==> src/core/flash_pwr_consts.svh <==
// Timing constants and opcodes for the flash power-state controller
`ifndef FLASH_PWR_CONSTS_SVH
`define FLASH_PWR_CONSTS_SVH
`define CLK_PERIOD_NS 10
`define SELECT_DELAY_US 30
`define SELECT_DELAY_CYC ((`SELECT_DELAY_US * 1000 + `CLK_PERIOD_NS - 1) / `CLK_PERIOD_NS)
`define PUW_DELAY_MS 10
`define PUW_DELAY_CYC (`PUW_DELAY_MS * 1000000 / `CLK_PERIOD_NS)
`define WAKE_DELAY_CYC 300
`define OP_WAKE 8'hAB
`define OP_SLEEP 8'hB9
`define OP_WRITE_ENABLE_CMD 8'h06
`define OP_PROG 8'h02
`define OP_DPROG 8'hA2
`define OP_OTP 8'h42
`define OP_SSE 8'h20
`define OP_BLK 8'hD8
`define OP_FULL 8'hC7
`define OP_SWR 8'h01
`define OP_LWR 8'hE5
`define STATUS_RESET 8'h00
`endif

==> src/core/flash_pwr_pkg.sv <==
// Types for the flash power-state controller
`default_nettype none
package flash_pwr_pkg;
    typedef enum logic [1:0] {
        st_standby = 2'b00,
        st_sleep = 2'b01,
        st_waking = 2'b10
    } pwr_state_type;
    typedef struct packed {
        logic write_enable_latch;
        logic busy_flag;
        logic [1:0] lock_bits;
    } status_type;
endpackage
`default_nettype wire

==> src/core/frame_decoder.sv <==
// Serial frame sampler: synchronises the link pins and shifts the opcode
`default_nettype none
module frame_decoder
    import flash_pwr_pkg::*;
(
    input wire logic clock,
    input wire logic sys_rst,
    input wire logic sel_n_pin,
    input wire logic sclk_pin,
    input wire logic serial_data_in,
    output logic frame_end,
    output logic frame_start,
    output logic [7:0] opcode,
    output logic [5:0] bit_count,
    output logic selected
);
    logic [2:0] s_meta;
    logic [2:0] s_sync;
    logic sclk_d;
    logic sel_d;
    wire sel_n_s = s_sync[0];
    wire sclk_s = s_sync[1];
    wire data_s = s_sync[2];
    wire sclk_rise = sclk_s & ~sclk_d;
    always_ff @(posedge clock or posedge sys_rst) begin
        if (sys_rst) begin
            s_meta <= 3'h1;
            s_sync <= 3'h1;
            sclk_d <= 1'b0;
            sel_d <= 1'b0;
        end else begin
            s_meta <= {serial_data_in, sclk_pin, sel_n_pin};
            s_sync <= s_meta;
            sclk_d <= sclk_s;
            sel_d <= ~sel_n_s;
        end
    end
    assign selected = sel_d;
    assign frame_start = ~sel_n_s & ~sel_d;
    assign frame_end = sel_n_s & sel_d;
    always_ff @(posedge clock or posedge sys_rst) begin
        if (sys_rst) begin
            opcode <= 8'h00;
            bit_count <= 6'h00;
        end else if (frame_start) begin
            opcode <= 8'h00;
            bit_count <= 6'h00;
        end else if (sel_d && sclk_rise) begin
            if (bit_count < 6'h08)
                opcode <= {opcode[6:0], data_s};
            if (bit_count != 6'h3F)
                bit_count <= bit_count + 6'h01;
        end
    end
endmodule
`default_nettype wire

==> src/core/flash_pwr_ctrl.sv <==
// Power-state and power-up instruction gating for a serial flash
`include "flash_pwr_consts.svh"
`default_nettype none
// Summary of operation
// - In deep sleep every instruction but the wake code is discarded.
// - Extra clock edges after the wake code reject it; device stays asleep.
// - Wake completes on select rising; standby after the wake delay.
// - Wake code during a running cycle is rejected, cycle unaffected.
// - Logic held reset, silent, while supply is below inhibit threshold.
// - Write-type instructions ignored until power-up write delay expires.
// - Reads accepted once select delay passes, even inside write delay.
// - Power-up gives standby, clear write latch, busy and lock bits.
// - Below threshold at power-down all operations stop at once.
// - Delivered status register: write latch in bit 1, busy in bit 0, upper bits zero.
// - Deep sleep entered only by the sleep instruction.
module flash_pwr_ctrl
    import flash_pwr_pkg::*;
#(
    parameter int PUW_CYCLES = `PUW_DELAY_CYC,
    parameter int VSL_CYCLES = `SELECT_DELAY_CYC,
    parameter int WAKE_CYCLES = `WAKE_DELAY_CYC
) (
    input wire logic clock,
    input wire logic sys_rst,
    input wire logic sel_n_pin,
    input wire logic sclk_pin,
    input wire logic serial_data_in,
    input wire logic cycle_busy,
    output logic in_sleep,
    output logic standby,
    output logic write_allowed,
    output logic read_allowed,
    output logic cmd_valid,
    output logic [7:0] cmd_code,
    output logic [7:0] status_out
);
    pwr_state_type state;
    pwr_state_type next_state;
    status_type status;
    logic [31:0] puw_cnt;
    logic [31:0] vsl_cnt;
    logic [31:0] wake_cnt;
    logic frame_end;
    logic frame_start;
    logic selected;
    logic [7:0] opcode;
    logic [5:0] bit_count;

    frame_decoder u_dec (
        .clock(clock),
        .sys_rst(sys_rst),
        .sel_n_pin(sel_n_pin),
        .sclk_pin(sclk_pin),
        .serial_data_in(serial_data_in),
        .frame_end(frame_end),
        .frame_start(frame_start),
        .opcode(opcode),
        .bit_count(bit_count),
        .selected(selected)
    );

    wire exact8 = bit_count == 6'h08;
    wire wake_ok = frame_end && exact8 && opcode == `OP_WAKE
        && !cycle_busy;
    wire sleep_ok = frame_end && exact8 && opcode == `OP_SLEEP
        && !cycle_busy;
    wire is_write = opcode == `OP_WRITE_ENABLE_CMD || opcode == `OP_PROG
        || opcode == `OP_DPROG || opcode == `OP_OTP
        || opcode == `OP_SSE || opcode == `OP_BLK
        || opcode == `OP_FULL || opcode == `OP_SWR
        || opcode == `OP_LWR;
    wire cmd_is_write = cmd_code == `OP_WRITE_ENABLE_CMD || cmd_code == `OP_PROG
        || cmd_code == `OP_DPROG || cmd_code == `OP_OTP
        || cmd_code == `OP_SSE || cmd_code == `OP_BLK
        || cmd_code == `OP_FULL || cmd_code == `OP_SWR
        || cmd_code == `OP_LWR;
    wire puw_done = puw_cnt >= PUW_CYCLES;
    wire vsl_done = vsl_cnt >= VSL_CYCLES;
    wire wake_done = wake_cnt >= WAKE_CYCLES;
    wire pass_cmd = frame_end && bit_count >= 6'h08
        && state == st_standby && vsl_done
        && (!is_write || puw_done);
    wire next_wel = pass_cmd && opcode == `OP_WRITE_ENABLE_CMD;

    always_comb begin
        next_state = state;
        unique case (state)
            st_standby: if (sleep_ok) next_state = st_sleep;
            st_sleep: if (wake_ok) next_state = st_waking;
            st_waking: if (wake_done) next_state = st_standby;
            default: next_state = st_standby;
        endcase
    end

    // Power-on reset is sys_rst: it clears everything
    always_ff @(posedge clock or posedge sys_rst) begin
        if (sys_rst) begin
            state <= st_standby;
            puw_cnt <= 32'h0;
            vsl_cnt <= 32'h0;
            wake_cnt <= 32'h0;
        end else begin
            state <= next_state;
            if (!puw_done)
                puw_cnt <= puw_cnt + 32'h1;
            if (!vsl_done)
                vsl_cnt <= vsl_cnt + 32'h1;
            if (state == st_waking)
                wake_cnt <= wake_cnt + 32'h1;
            else
                wake_cnt <= 32'h0;
        end
    end

    always_ff @(posedge clock or posedge sys_rst) begin
        if (sys_rst) begin
            status <= '0;
            cmd_valid <= 1'b0;
            cmd_code <= 8'h00;
        end else begin
            cmd_valid <= pass_cmd;
            cmd_code <= pass_cmd ? opcode : cmd_code;
            status.busy_flag <= cycle_busy;
            if (next_wel)
                status.write_enable_latch <= 1'b1;
        end
    end

    always_ff @(posedge clock or posedge sys_rst) begin
        if (sys_rst) begin
            in_sleep <= 1'b0;
            standby <= 1'b1;
            write_allowed <= 1'b0;
            read_allowed <= 1'b0;
            status_out <= `STATUS_RESET;
        end else begin
            in_sleep <= next_state == st_sleep;
            standby <= next_state == st_standby;
            write_allowed <= puw_done && vsl_done;
            read_allowed <= vsl_done;
            status_out <= {6'h00, status.write_enable_latch,
                status.busy_flag};
        end
    end

    chk_wake_rejected: assert property (
        @(posedge clock) disable iff (sys_rst)
        state == st_sleep && frame_end && !exact8
        |=> state == st_sleep)
        else $error("wake with extra clocks was accepted");
    chk_wake_busy: assert property (
        @(posedge clock) disable iff (sys_rst)
        state == st_sleep && cycle_busy |=> state == st_sleep)
        else $error("wake accepted during running cycle");
    chk_sleep_ignore: assert property (
        @(posedge clock) disable iff (sys_rst)
        state == st_sleep |=> !cmd_valid)
        else $error("instruction passed while asleep");
    chk_wake_time: assert property (
        @(posedge clock) disable iff (sys_rst)
        state == st_sleep && wake_ok |=> state == st_waking
        ##WAKE_CYCLES state == st_waking ##1 state == st_standby)
        else $error("wake delay wrong");
    chk_write_gate: assert property (
        @(posedge clock) disable iff (sys_rst)
        cmd_valid && !write_allowed |-> !(cmd_code == `OP_WRITE_ENABLE_CMD))
        else $error("write passed inside power-up delay");
    chk_sleep_entry: assert property (
        @(posedge clock) disable iff (sys_rst)
        $rose(in_sleep) |-> $past(sleep_ok))
        else $error("sleep without sleep instruction");
    chk_read_gate: assert property (
        @(posedge clock) disable iff (sys_rst)
        cmd_valid |-> read_allowed || $past(vsl_done))
        else $error("command before select delay");
    chk_reset_state: assert property (
        @(posedge clock)
        sys_rst |=> !in_sleep && status_out == 8'h00)
        else $error("bad power-up state");
    chk_write_gate_all: assert property (
        @(posedge clock) disable iff (sys_rst)
        cmd_valid && cmd_is_write |-> write_allowed)
        else $error("write type passed inside power-up delay");
    chk_read_accept: assert property (
        @(posedge clock) disable iff (sys_rst)
        frame_end && exact8 && state == st_standby && vsl_done && !is_write
        |=> cmd_valid && cmd_code == $past(opcode))
        else $error("read refused after select delay");
    chk_waking_silent: assert property (
        @(posedge clock) disable iff (sys_rst)
        state == st_waking |=> !cmd_valid && !in_sleep)
        else $error("instruction taken during wake delay");
    chk_powerup_state: assert property (
        @(posedge clock) $past(sys_rst) && !sys_rst
        |-> standby && !in_sleep && !write_allowed && !cmd_valid)
        else $error("power-up state not standby");
    chk_cmd_pulse: assert property (
        @(posedge clock) disable iff (sys_rst)
        cmd_valid |=> !cmd_valid)
        else $error("one frame answered twice");
    chk_sleep_hold: assert property (
        @(posedge clock) disable iff (sys_rst)
        state == st_sleep && !wake_ok |=> state == st_sleep && in_sleep)
        else $error("left deep sleep without wake code");
    chk_standby_hold: assert property (
        @(posedge clock) disable iff (sys_rst)
        state == st_standby && !sleep_ok |=> !in_sleep)
        else $error("deep sleep entered without sleep code");
    chk_answer_deselected: assert property (
        @(posedge clock) disable iff (sys_rst)
        cmd_valid |-> !selected)
        else $error("instruction answered while still selected");
    cov_sleep: cover property (@(posedge clock) $rose(in_sleep));
    cov_wake: cover property (@(posedge clock) state == st_waking);
    cov_write: cover property (@(posedge clock) cmd_valid && write_allowed);
    cov_frame: cover property (@(posedge clock) frame_start);
    cov_reject: cover property (@(posedge clock)
        state == st_sleep && frame_end && !exact8);
endmodule
`default_nettype wire

==> config.mk <==
export PLATFORM = sky130hd
export DESIGN_NAME = flash_pwr_ctrl
export DESIGN_NICKNAME = d
export VERILOG_FILES = /design/src/core/flash_pwr_pkg.sv /design/src/core/frame_decoder.sv /design/src/core/flash_pwr_ctrl.sv
export VERILOG_INCLUDE_DIRS = /design/src /design/src/core
export SDC_FILE = /design/constraint.sdc
export NUM_CORES = 1
export LEC_CHECK = 0
export ABC_AREA = 1
export BUFFER_PORTS_ARGS = -buffer_cell sky130_fd_sc_hd__buf_2
export CORE_ASPECT_RATIO = 0.7
export CORE_UTILIZATION = 55
export DETAILED_ROUTE_END_ITERATION = 8
export GPL_ROUTABILITY_DRIVEN = 0
export GPL_TIMING_DRIVEN = 0
export PLACE_DENSITY = 0.71
export SYNTH_ARGS = -nofsm -noshare
export SYNTH_HDL_FRONTEND = slang
export SYNTH_SLANG_ARGS = --single-unit
export TNS_END_PERCENT = 100
==> constraint.sdc <==
create_clock -name clock -period 8.5 [get_ports clock]
set_input_delay 1.7 -clock clock [delete_from_list [all_inputs] [get_ports clock]]
set_output_delay 1.7 -clock clock [all_outputs]
set_load 0.1 [all_outputs]
# == Word-level counts from Yosys, hierarchy flattened ==
# Index checks and enable logic that the tools add are counted.
# word_totals
register_bits,137
in_bits,6
# op_classes
addsub,4
order_cmp,5
n_eq_ne,16
muxes,11
bitwise_logic,6
n_reduce_logical,30
# op_table
op,count
32-bit by 1-bit adder with 32-bit output (second input constant),3
8-bit equality test (second input constant),6
32-bit by 12-bit greater-or-equal comparator with 1-bit output (second input constant),1
32-bit by 20-bit greater-or-equal comparator with 1-bit output (second input constant),1
32-bit by 9-bit greater-or-equal comparator with 1-bit output (second input constant),1
32-bit two-way mux,1
8-bit two-way mux,3
6-bit two-way mux,3
1-bit logical AND,12
1-bit logical OR,9
8-bit by 1-bit equality test with 1-bit output (second input constant),1
8-bit by 2-bit equality test with 1-bit output (second input constant),1
8-bit by 3-bit equality test with 1-bit output (second input constant),1
8-bit by 6-bit equality test with 1-bit output (second input constant),1
8-bit by 7-bit equality test with 1-bit output (second input constant),1
6-bit by 1-bit adder with 6-bit output (second input constant),1
6-bit by 4-bit equality test with 1-bit output (second input constant),1
6-bit by 4-bit greater-or-equal comparator with 1-bit output (second input constant),1
6-bit by 4-bit less-than comparator with 1-bit output (second input constant),1
2-bit two-way mux,3
6-bit inequality test (second input constant),1
2-bit one-hot mux with 3 select lines,1
2-bit nonzero test,3
2-bit by 1-bit equality test with 1-bit output (second input constant),2
6 further kinds,13

# == Logic depth before layout (Yosys ltp) ==
# Gate-level depths: netlist of run 1.
# logic_depth
depth_word,13
mapped_depth,13
depth_no_buf,12

# == Modules after synthesis ==
# A second synthesis of run 1 with hierarchy kept.
# unflattened
hier_cells,792
hier_area_um2,6563.8
# modules_own_cells
module,n_inst,cells_per_inst,area_per_inst_um2,seq_area_each_um2
flash_pwr_ctrl,1,695,5614.1,2879.0
frame_decoder,1,97,949.7,553.0

# == Worst setup path after synthesis of run 1 ==
# OpenSTA, ideal clock, no wires.
# synth_path
path_type,reg-to-output
from,reg cmd_code[0]
to,out cmd_code[0]
arrival_ns,0.898
path_slack_ns,5.902
stages_incl_launch_ff,1
path_buffers,0
cell_sequence,dfrtp_1
# synth_rtl
element,line,source
start: declaration,flash_pwr_ctrl.sv:34,"output logic [7:0] cmd_code,"
start signal: assignment,flash_pwr_ctrl.sv:122,cmd_code <= pass_cmd ? opcode : cmd_code;
# No word-level cell between the ends.

# == Worst setup path in the final report of run 1 ==
# layout_path
from,reg standby
to,out standby
# layout_rtl
element,line,source
start: declaration,flash_pwr_ctrl.sv:30,"output logic standby,"
start signal: assignment,flash_pwr_ctrl.sv:138,standby <= next_state == st_standby;
# No word-level cell between the ends.

==> reports/summary.md, run 1 <==
- **Max Slew Vio Count** 0
- **GRT Overall Usage** 23.9%
- **CP Launch Type** flip-flop
- **total grt overflow** 0
- **relative slew slack** 55.6%
- **Min-Delay Startpoint** u_dec.s_meta[2]$_DFF_PP0_
- **Post-synth EDFFs** 0
- **share of synthesized registers carrying an async set or reset** 100%
- **Slowest Stage Delay on Critical Path** 0.52 ns
- **launch point of the worst reg-to-reg path** wake_cnt[0]$_DFF_PP0_
- **transition at the pin with the smallest max-transition slack** 0.659 ns
- **total inserted antenna cells** 0
- **power density normalized to cell area** 201 mW/mm^2
- **count of maximum capacitance violations** 0
- **die height** 93.2 um
- **maximum number of buffers from clock root to sink** 2
- **x dimension of the die** 132 um
- **Core Footprint** 0.0113 mm^2
- **ratio of cells with drive above 1 in the final layout** 11.4%
- **data required time of the critical path** 6.80 ns
- **setup-violating endpoint count in the final report** 0
- **Routed wire per std cell** 13.2 um
- **initial antenna violation count** 0
- **setup slack, reg-to-reg** 6.67 ns
- **highest-count cells in the layout ignoring fill and taps** nand2_1, dfrtp_1, nor2_1
- **status** complete, no violations
- **Hold Crit Class** flip-flop to flip-flop
- **data arrival at the endpoint of the critical path** 1.34 ns
- **number of placement rows** 32
- **detailed-routing iteration count for the pre-antenna-repair pass** 6
- **peak clock frequency supported by timing** 329 MHz
- **total of cells resized after clock tree synthesis** 0
- **Layout Area Growth over Synthesis** 15.2%
- **post-CTS setup buffers** 0
- **multi-input gate area in the final layout** 0.00257 mm^2
- **clk sink count** 137
- **Final Core Density** 66.6%
- **initial standard-cell utilization of the core** 57.8%
- **RSZ-0062 raised after global routing** no
- **post-synth cell types** 38
- **Synth warnings** 0
- **number of buffers added by the clock tree synthesis step** 17
- **synthesized area per cell** 8.34 um^2
- **largest net degree at the start of global routing** 79
- **count of hold-fix buffers inserted at cts** 0
- **worst-case reg-to-reg path depth** 10
- **critical path fanouts, max** 1
- **PortBufs** 20
- **VDD IR max** 0.175 mV
- **Clock Latency Late Sink** 0.42 ns
- **Critical Path End Type** output port
- **vias in the first global route** 4889
- **total number of vias** 5202
- **1st-iter DRT viols** 436
- **cell leakage power** 3.63 nW
- **total number of nets in the final design** 842
- **Largest delay share family, worst path** flip-flops
- **Post-route DRC** 0
- **share of the clock period used by the worst path** 35.8%
- **clock slew seen by the registers of the worst setup and hold paths** 0.06 ns
- **Seq cells post-synth** 137
- **Final TNS setup** 0 ns
- **clock period minus final worst setup slack** 3.04 ns
- **Clock Root Buffer** clkbuf_16
- **cell-by-cell trace of the critical path** buf_2
- **depth of the critical timing path with buffers and inverters included** 1
- **critical path's slowest cell** dfstp_2
- **post-route worst hold slack** 0.347 ns
- **top-level port count** 27
- **final count of hold timing violations** 0
- **Via-to-Cell Ratio** 5.23
- **number of H-tree levels** 4
- **worst setup skew after layout** 0.0124 ns
- **area of the die** 0.0123 mm^2
- **placed wire-length estimate** 9030 um
- **finished layout cell area** 0.00752 mm^2
- **residual antenna-violating net count after detailed routing** 0
- **total standard cell area after synthesis** 0.00653 mm^2
- **flip-flop and latch area** 0.00343 mm^2
- **CP Class** flip-flop to output port
- **Total Power Consumption** 1.51 mW
- **Reg-to-Reg End** wake_cnt[24]$_DFF_PP0_
- **Cells after Synth** 783
- **most frequent standard cell in the layout excluding fill and tap cells** nand2_1
- **most frequently used flop master after synthesis** dfrtp_1
- **Routed WL** 13200 um
- **Hold Path Cell Cnt** 0
- **final-layout fill cell count** 944
- **end of the worst hold path** u_dec.s_sync[2]$_DFF_PP0_
- **CP Buf/Inv Count** 1
- **TritonCTS clock tree** yes
- **placed cell area** 0.00687 mm^2
- **Seq/Total Area, Yosys** 52.6%
- **first-pass GRT wire length** 23100 um
==> cells in the mapped netlist, types with 3 or more instances <==
library cell,count,area share (%)
a21oi_1,12,0.92
a31oi_1,5,0.48
buf_2,5,0.38
buf_4,6,0.69
clkbuf_1,35,2.0
dfrtp_1,134,51
dfstp_2,3,1.2
ha_1,8,1.5
inv_1,83,4.8
nand2_1,166,9.5
nand2_2,5,0.48
nand3_1,46,3.5
nand3_2,4,0.61
nand3b_1,3,0.34
nand4_1,21,2.0
nor2_1,108,6.2
nor2_2,6,0.57
nor2_4,4,0.69
nor3_1,28,2.1
nor4_1,8,0.77
o21ai_0,43,3.3
xnor2_1,7,0.94
xor2_1,24,3.2
==> layout make-up <==
cell class / count / share of cell area, %
sequential: 137 / 45.6
clock inverter: 10 / 2.16
buffer: 49 / 3.05
multi-input combinational: 518 / 34.2
clock buffer: 22 / 6.44
timing repair buffer: 21 / 1.70
inverter: 84 / 4.26
tap: 153 / 2.55
==> stage by stage <==
stage / worst slack [ns] / instances
final: 5.46 / 994
after CTS: 5.45 / 994
after global placement: 1.76 / 961
after floorplan: 3.14 / 788
after global routing: 5.43 / 994
after detailed placement: 5.88 / 962
==> state kept, by name, indices dropped and copies added (netlist names), 2 cells and up <==
name             cells
state                2
status_out           2
wake_cnt            32
puw_cnt             32
u_dec.opcode         8
u_dec.bit_count      6
u_dec.s_meta         3
u_dec.s_sync         3
cmd_code             8
status               2
vsl_cnt             32
==> layer usage <==
layer	up-vias	global-route usage, %	part of all wire [%]
met5	-	0	0
met4	0	8.43	1.4
met1	2407	33.9	48
met2	215	35.3	43
li1	2560	-	-
met3	20	6.67	7.6
==> power breakdown <==
group / internal, mW / switching, mW / total (mW)
Combinational: 0.0111 / 0.0417 / 0.0529
Sequential: 0.660 / 0.00377 / 0.664
Clock: 0.523 / 0.275 / 0.798
==> cell families after synthesis <==
family / after synthesis / synth area share (%)
buffers and inverters: 133 / 8.34
other: 1 / 0.0574
DFF: 137 / 52.6
adders and majority gates: 8 / 1.53
xor gates and xnor gates: 31 / 4.16
AOI/OAI and AO/OA: 66 / 5.35
and+or+nand+nor: 407 / 28.0
==> how the worst max path moves through the flow <==
| stage | start | endpoint | slack (ns) |
|---|---|---|---|
| 3_3_place_gp | sys_rst | u_dec.s_meta[1]$_DFF_PP0_ | 1.76 |
| 6_report | standby$_DFF_PP1_ | standby | 5.46 |
| 5_1_grt | standby$_DFF_PP1_ | standby | 5.43 |
| 3_5_place_dp | sys_rst | u_dec.s_meta[0]$_DFF_PP1_ | 5.88 |
| 2_1_floorplan | sys_rst | cmd_code[0]$_DFFE_PP0P_ | 3.14 |
| 4_1_cts | standby$_DFF_PP1_ | standby | 5.45 |
Note: power is estimated with default switching activity, not from simulation.
==> run 2: changes to the inputs <==
--- a/config.mk
+++ b/config.mk
@@ -6,14 +6,14 @@
 export SDC_FILE = /design/constraint.sdc
 export NUM_CORES = 1
 export LEC_CHECK = 0
-export ABC_AREA = 1
+export ABC_AREA = 0
 export BUFFER_PORTS_ARGS = -buffer_cell sky130_fd_sc_hd__buf_2
 export CORE_ASPECT_RATIO = 0.7
 export CORE_UTILIZATION = 55
 export DETAILED_ROUTE_END_ITERATION = 8
 export GPL_ROUTABILITY_DRIVEN = 0
 export GPL_TIMING_DRIVEN = 0
-export PLACE_DENSITY = 0.71
+export PLACE_DENSITY = 0.74
 export SYNTH_ARGS = -nofsm -noshare
 export SYNTH_HDL_FRONTEND = slang
 export SYNTH_SLANG_ARGS = --single-unit
==> constraint.sdc (replaced) <==
create_clock -name clock -period 2.5 [get_ports clock]
set_input_delay 0.5 -clock clock [delete_from_list [all_inputs] [get_ports clock]]
set_output_delay 0.5 -clock clock [all_outputs]
set_load 0.1 [all_outputs]
==> run 2 against run 1 <==
Net effect:
- wire length decreased by 12%
- sequential share of layout area increased by 2.7 points
- highest routed layer unchanged
- total power increased to 3.4 times the previous value
- sequential cell count unchanged
- count of clock-buffer cells in the layout decreased by 5
- cell count decreased by 22%
==> reports/summary.md, run 2 <==
- **highest-count cells in the layout ignoring fill and taps** dfrtp_1, nor2_1, nand2_1
- **post-route worst hold slack** 0.112 ns, -0.235 ns
- **top-level port count** 27, unchanged
- **Max Slew Vio Count** 0, unchanged
- **switching power of the nets** 1.09 mW, +240%
- **area of the die** 0.0115 mm^2, -6.7%
- **PortBufs** 20, unchanged
- **Core Footprint** 0.0106 mm^2, -6.6%
- **grt peak-use layer** met2
- **total number of nets in the final design** 627, -26%
- **total grt overflow** 0, unchanged
- **Clock Latency Late Sink** 0.41 ns, about the same
- **Hold Crit Class** input port to async pin
- **Cells after Synth** 566, -28%
- **most frequently used flop master after synthesis** dfrtp_1
- **Post-route DRC** 0, unchanged
- **cell taking the most area after synthesis** dfrtp_1
- **vias in the first global route** 4125, -16%
- **total standard cell area after synthesis** 0.00608 mm^2, -6.9%
- **largest registers** puw_cnt: 32 flops, vsl_cnt: 32 flops, wake_cnt: 32 flops
- **Gate power share** 3.3%, -0.2 points
- **Final TNS setup** 0 ns, unchanged
- **Post-synth EDFFs** 0, unchanged
- **total inserted antenna cells** 0, unchanged
- **count of hold-fix buffers inserted at cts** 0, unchanged
- **initial standard-cell utilization of the core** 57.6%, -0.19 points
- **commonest cells in the synthesized netlist** dfrtp_1, nor2_1, nand2_1
- **number of placement rows** 31, -3.1%
- **data required time of the critical path** 2.77 ns, -4.03 ns
- **GRT met2 Usage** 32.9%, -2.3 points
- **placed cell area** 0.00645 mm^2, -6.2%
- **critical path fanouts, max** 10, +9
- **TritonCTS clock tree** yes
- **x dimension of the die** 128 um, -3.4%
- **placed wire-length estimate** 7790 um, -14%
- **first-pass GRT wire length** 19700 um, -15%
- **VDD IR max** 0.478 mV, +170%
- **finished layout cell area** 0.00710 mm^2, -5.6%
- **RSZ-0062 raised after global routing** no
- **total number of vias** 4247, -18%
- **Layout Area Growth over Synthesis** 16.7%
- **share of the synthesized area in the top cell type** 55.1%, +3.8 points
- **Clock Root Buffer** clkbuf_16
- **transition at the pin with the smallest max-transition slack** 0.971 ns, +0.312 ns
- **GRT Overall Usage** 22.1%, -1.8 points
- **total of cells resized after clock tree synthesis** 0, unchanged
- **post-synth cell types** 58, +53%
- **die height** 90.0 um, -3.4%
- **worst setup skew after layout** 0.00858 ns, -0.00380 ns
- **Via-to-Cell Ratio** 5.49, +4.8%
- **internal power contribution** 4.05 mW, +240%
- **most common cell in the netlist** dfrtp_1
- **status** complete, no violations
- **ratio of cells with drive above 1 in the final layout** 14.2%, +2.8 points
- **clk sink count** 137, unchanged
- **1st-iter DRT viols** 300, -31%
- **Critical Path End Type** flip-flop
- **clock period minus final worst setup slack** 2.21 ns
- **largest net degree at the start of global routing** 45, -43%
- **data arrival at the endpoint of the critical path** 2.48 ns, +1.14 ns
- **setup slack, reg-to-reg** 0.29 ns, -6.38 ns
- **detailed-routing iteration count for the pre-antenna-repair pass** 4, -2
- **Seq/Total Area, Yosys** 56.4%, +3.9 points
- **Synth warnings** 0, unchanged
- **clock network fraction of total power** 53.0%, +0.3 points
- **share of the clock period used by the worst path** 88.5%
- **relative slew slack** 34.7%, -21 points
- **Routed wire per std cell** 14.9 um, +13%
- **GRT met1 Usage** 31.8%, -2.1 points
- **initial antenna violation count** 0, unchanged
- **cell leakage power** 3.18 nW, -12%
- **peak clock frequency supported by timing** 452 MHz
- **clock slew seen by the registers of the worst setup and hold paths** 0.06 ns, about the same
- **count of maximum capacitance violations** 0, unchanged
- **Seq cells post-synth** 137, unchanged
- **maximum number of buffers from clock root to sink** 2, unchanged
- **number of H-tree levels** 4, unchanged
- **power density normalized to cell area** 724 mW/mm^2, +260%
- **synthesized area per cell** 10.7 um^2, +29%
- **setup-violating endpoint count in the final report** 0, unchanged
- **Flop pwr share** 43.7%, about the same
- **residual antenna-violating net count after detailed routing** 0, unchanged
- **post-CTS setup buffers** 0, unchanged
- **final count of hold timing violations** 0, unchanged
- **Net Sw Frac** 21.2%, +0.086 points
- **number of buffers added by the clock tree synthesis step** 17, unchanged
- **synth top area cells** dfrtp_1, xnor2_1, nand4_1
- **share of synthesized registers carrying an async set or reset** 100%, unchanged
- **most frequent standard cell in the layout excluding fill and tap cells** dfrtp_1
- **met3 usage in global routing** 6.07%, -0.60 points
- **CP Class** flip-flop to flip-flop
- **Routed WL** 11500 um, -12%
- **CP Launch Type** flip-flop
-- run 2: cell types whose count changed in the layout (fill, tap and decap cells not counted), moves of 9 or more --
cell,previous run,this run
inv_1,82,23
o21ai_0,43,4
xnor2_1,7,43
nor3_1,28,11
xor2_1,24,15
nand4_1,21,34
o211ai_1,0,17
nor4_1,8,17
nand3_1,46,13
nor2_1,108,53
and3_1,1,12
nand2_1,166,44
-- run 2: power by group through the flow --
| stage | logic [mW] | registers (mW) | clock network (mW) |
|---|---|---|---|
| finish | 0.170 | 2.25 | 2.72 |
| global route | 0.188 | 2.25 | 2.88 |
| CTS | 0.174 | 2.25 | 2.78 |
| detailed placement | 0.172 | 2.29 | 0 |
| global placement | 0.157 | 2.28 | 0 |
| floorplan | 0.126 | 2.29 | 0 |
-- run 2: worst max-delay path, cell delays in order (launching register included) --
cell	delay, ns
dfrtp_1	0.36
buf_2	0.18
nor3_1	0.33
a21boi_1	0.16
a221oi_4	0.50
o21a_1	0.19
buf_2	0.21
o211ai_1	0.14
-- run 2: final timing paths --
kind | depth (start not counted) | start | endpoint
min in group clock | 1 | sel_n_pin | u_dec.s_meta[0]$_DFF_PP1_
max reg2reg | 7 | u_dec.opcode[5]$_DFFE_PP0P_ | cmd_code[3]$_DFFE_PP0P_
max | 7 | u_dec.opcode[5]$_DFFE_PP0P_ | cmd_code[3]$_DFFE_PP0P_
max in group asynchronous | 5 | sys_rst | u_dec.s_sync[0]$_DFF_PP1_
min | 2 | sys_rst | write_allowed$_DFF_PP0_
min reg2reg | 0 | u_dec.s_meta[1]$_DFF_PP0_ | u_dec.s_sync[1]$_DFF_PP0_
-- run 2: area by class of cell --
cell class / instances / area [um^2]
plain buffers: 54 / 240
clock buffers: 17 / 425
clock inverters: 15 / 224
fillers: 803 / 3450
inverters: 24 / 93.8
multi-input cells: 356 / 2340
flip-flops and latches: 137 / 3430
well taps: 148 / 185
repair buffers: 23 / 160
-- run 2: metrics by stage --
step	util, %	power (mW)	instances	worst slack, ns
3_3_place_gp	60.6	2.44	739	-0.421
5_1_grt	67.3	5.32	774	0.120
4_1_cts	67.3	5.20	774	0.174
3_5_place_dp	61.1	2.46	742	0.295
6_report	67.3	5.14	774	0.288
2_1_floorplan	-	2.41	571	0.295
-- run 2: metal layers --
layer  vias to the layer above  wire (um)
li1                       2039          -
met1                      2123       5690
met2                        79       5360
met3                         6        438
met4                         0         65
met5                         -          0
-- run 2: kinds of logic (layout without fill, tap and decap cells) --
family | count (synthesis) | count (layout) | share of synthesized area [%]
adders and majority gates | 8 | 8 | 1.65
xor gates and xnor gates | 58 | 58 | 8.35
buffers and inverters | 78 | 133 | 5.41
muxes | 6 | 6 | 0.988
and+or+nand+nor | 223 | 223 | 20.5
DFF | 137 | 137 | 56.4
other | 1 | 6 | 0.0617
AOI/OAI and AO/OA | 55 | 55 | 6.65
==> run 3: changes to the inputs <==
==> constraint.sdc (replaced) <==
create_clock -name clock -period 2.5 [get_ports clock]
set_input_delay 0.375 -clock clock [delete_from_list [all_inputs] [get_ports clock]]
set_output_delay 0.375 -clock clock [all_outputs]
set_load 0.1 [all_outputs]
==> run 3 against run 2 <==
Net effect:
- count of clock-buffer cells in the layout is the same
- sequential share of layout area shrank 0.068 points
- wire length is essentially flat
- clock skew is essentially flat
- total power is essentially flat
- clock power is essentially flat
- largest power group unchanged
- utilization grew 0.095 points
- hold slack lost 0.051 ns
- critical path depth is the same
- via count is essentially flat
- first-iteration DRC count shrank 1.7%
- non-clock buffer count grew 1
==> reports/summary.md, run 3 (synthesized netlist as in run 2, its figures left out) <==
- **status** complete, no violations
- **total number of vias** 4246, -0.024%
- **1st-iter DRT viols** 295, -1.7%
- **top-level port count** 27, unchanged
- **VDD IR max** 0.479 mV, about the same
- **Final TNS setup** 0 ns, unchanged
- **PortBufs** 20, unchanged
- **total grt overflow** 0, unchanged
- **transition at the pin with the smallest max-transition slack** 0.971 ns, +0.000000358 ns
- **finished layout cell area** 0.00711 mm^2, +0.14%
- **number of buffers added by the clock tree synthesis step** 17, unchanged
- **placed cell area** 0.00645 mm^2, unchanged
- **relative slew slack** 34.7%, unchanged
- **Via-to-Cell Ratio** 5.48, -0.15%
- **Total Power Consumption** 5.14 mW, about the same
- **detailed-routing iteration count for the pre-antenna-repair pass** 4, unchanged
- **die height** 90.0 um, unchanged
- **most frequent standard cell in the layout excluding fill and tap cells** dfrtp_1
- **routed length on met3** 405 um, -7.5%
- **CP Launch Type** flip-flop
- **RSZ-0062 raised after global routing** no
- **TritonCTS clock tree** yes
- **Max Slew Vio Count** 0, unchanged
- **x dimension of the die** 128 um, unchanged
- **residual antenna-violating net count after detailed routing** 0, unchanged
- **ratio of cells with drive above 1 in the final layout** 14.2%, -0.023 points
- **initial antenna violation count** 0, unchanged
- **largest net degree at the start of global routing** 45, unchanged
- **worst setup skew after layout** 0.00858 ns, +0.00000439 ns
- **Routed wire per std cell** 14.9 um, -0.12%
- **data required time of the critical path** 2.76 ns, about the same
- **clk sink count** 137, unchanged
- **met2 WL** 5370 um, +0.11%
- **total inserted antenna cells** 0, unchanged
- **Largest delay share family, worst path** compound AO/OA/AOI/OAI gates
- **total number of nets in the final design** 628, +0.16%
- **maximum number of buffers from clock root to sink** 2, unchanged
- **CP Class** flip-flop to flip-flop
- **Routed WL** 11600 um, about the same
- **highest signal layer in the routed design** met4
- **largest registers** puw_cnt: 32 flops, vsl_cnt: 32 flops, wake_cnt: 32 flops
- **clock slew seen by the registers of the worst setup and hold paths** 0.06 ns, about the same
- **WL met1** 5720 um, +0.51%
- **Clock Latency Late Sink** 0.41 ns, about the same
- **Critical Path End Type** flip-flop
- **first-pass GRT wire length** 19800 um, about the same
- **peak clock frequency supported by timing** 450 MHz, -0.53%
- **data arrival at the endpoint of the critical path** 2.49 ns, about the same
- **placed wire-length estimate** 7790 um, unchanged
- **critical path's slowest cell** a221oi_4
- **number of H-tree levels** 4, unchanged
- **final count of hold timing violations** 0, unchanged
- **CP Buf/Inv Count** 2, unchanged
- **Layout Area Growth over Synthesis** 16.9%
- **multi-input gate area in the final layout** 0.00234 mm^2, unchanged
- **flip-flop and latch area** 0.00343 mm^2, unchanged
- **highest-count cells in the layout ignoring fill and taps** dfrtp_1, nor2_1, nand2_1
- **area of the die** 0.0115 mm^2, unchanged
- **most used cell, CP** buf_2
- **initial standard-cell utilization of the core** 57.6%, unchanged
- **final-layout fill cell count** 802, -0.12%
- **Core Footprint** 0.0106 mm^2, unchanged
- **cell-by-cell trace of the critical path** buf_2, nor3_1, a21boi_1, a221oi_4, o21a_1, buf_2, o211ai_1
- **Slowest Stage Delay on Critical Path** 0.50 ns, about the same
- **vias in the first global route** 4128, +0.073%
- **count of maximum capacitance violations** 0, unchanged
- **setup-violating endpoint count in the final report** 0, unchanged
- **number of placement rows** 31, unchanged
- **power density normalized to cell area** 723 mW/mm^2, -0.17%
- **critical path fanouts, max** 10, unchanged
- **Hold Crit Class** input port to flip-flop
- **cell leakage power** 3.19 nW, +0.13%
- **Clock Root Buffer** clkbuf_16
- **share of the clock period used by the worst path** 89.0%, +0.47 points
- **GRT Overall Usage** 22.1%, about the same
- **clock period minus final worst setup slack** 2.22 ns, +0.0117 ns
- **Post-route DRC** 0, unchanged
run 3: worst paths after layout:
| kind | endpoint | slack, ns | cells past startpoint | from |
|---|---|---|---|---|
| setup / recovery | cmd_code[3]$_DFFE_PP0P_ | 0.28 | 7 | u_dec.opcode[5]$_DFFE_PP0P_ |
| hold / removal | u_dec.s_meta[0]$_DFF_PP1_ | 0.06 | 1 | sel_n_pin |
| setup reg to reg | cmd_code[3]$_DFFE_PP0P_ | 0.28 | 7 | u_dec.opcode[5]$_DFFE_PP0P_ |
| hold reg to reg | u_dec.s_sync[1]$_DFF_PP0_ | 0.35 | 0 | u_dec.s_meta[1]$_DFF_PP0_ |
| max in group asynchronous | u_dec.s_sync[0]$_DFF_PP1_ | 0.84 | 6 | sys_rst |
| min in group asynchronous | puw_cnt[20]$_DFFE_PP0P_ | 0.53 | 3 | sys_rst |
run 3: final cells by class:
cell class / count / area share, %
clock inverters: 15 / 3.15
repair buffers: 24 / 2.39
clock buffers: 17 / 5.98
flip-flops and latches: 137 / 48.3
plain buffers: 54 / 3.38
multi-input cells: 356 / 32.9
inverters: 24 / 1.32
well taps: 148 / 2.60
run 3: worst register-to-register path: cells and delay by family, from the launching register on:
kind | cells | cell delay [ns]
AND/OR/NAND/NOR | 1 | 0.34
AO/OA/AOI/OAI | 4 | 1.00
buffers and inverters | 2 | 0.39
flip-flops | 1 | 0.36
run 3: timing repair:
action | 4_1_cts | 5_1_grt
setup endpoints to repair | 0 | 2
hold buffers | 1 | 0
setup buffers | 0 | 0
resized for setup | 0 | 2
endpoints found under the hold margin | 20 | 0
run 3: per-layer routing:
| layer | GRT usage [%] | vias up |
|---|---|---|
| met1 | 31.8 | 2122 |
| met2 | 32.9 | 77 |
| li1 | - | 2041 |
| met3 | 6.07 | 6 |
| met4 | 6.57 | 0 |
| met5 | 0 | - |
run 3: power by group:
group	leakage (nW)	switching, mW	internal, mW	total [mW]
logic	1.03	0.128	0.0429	0.171
clock network	0.302	0.950	1.77	2.72
registers	1.85	0.0107	2.23	2.25
total	3.19	1.09	4.05	5.14
run 3: through the flow:
step / worst slack (ns) / hold WS (ns) / std cells / utilization, %
floorplan: 0.420 / 0.331 / 571 / -
global placement: -0.296 / 0.332 / 739 / 60.6
detailed placement: 0.295 / 0.337 / 742 / 61.1
CTS: 0.174 / 0.0451 / 775 / 67.4
global route: 0.120 / 0.0382 / 775 / 67.4
finish: 0.276 / 0.0609 / 775 / 67.4
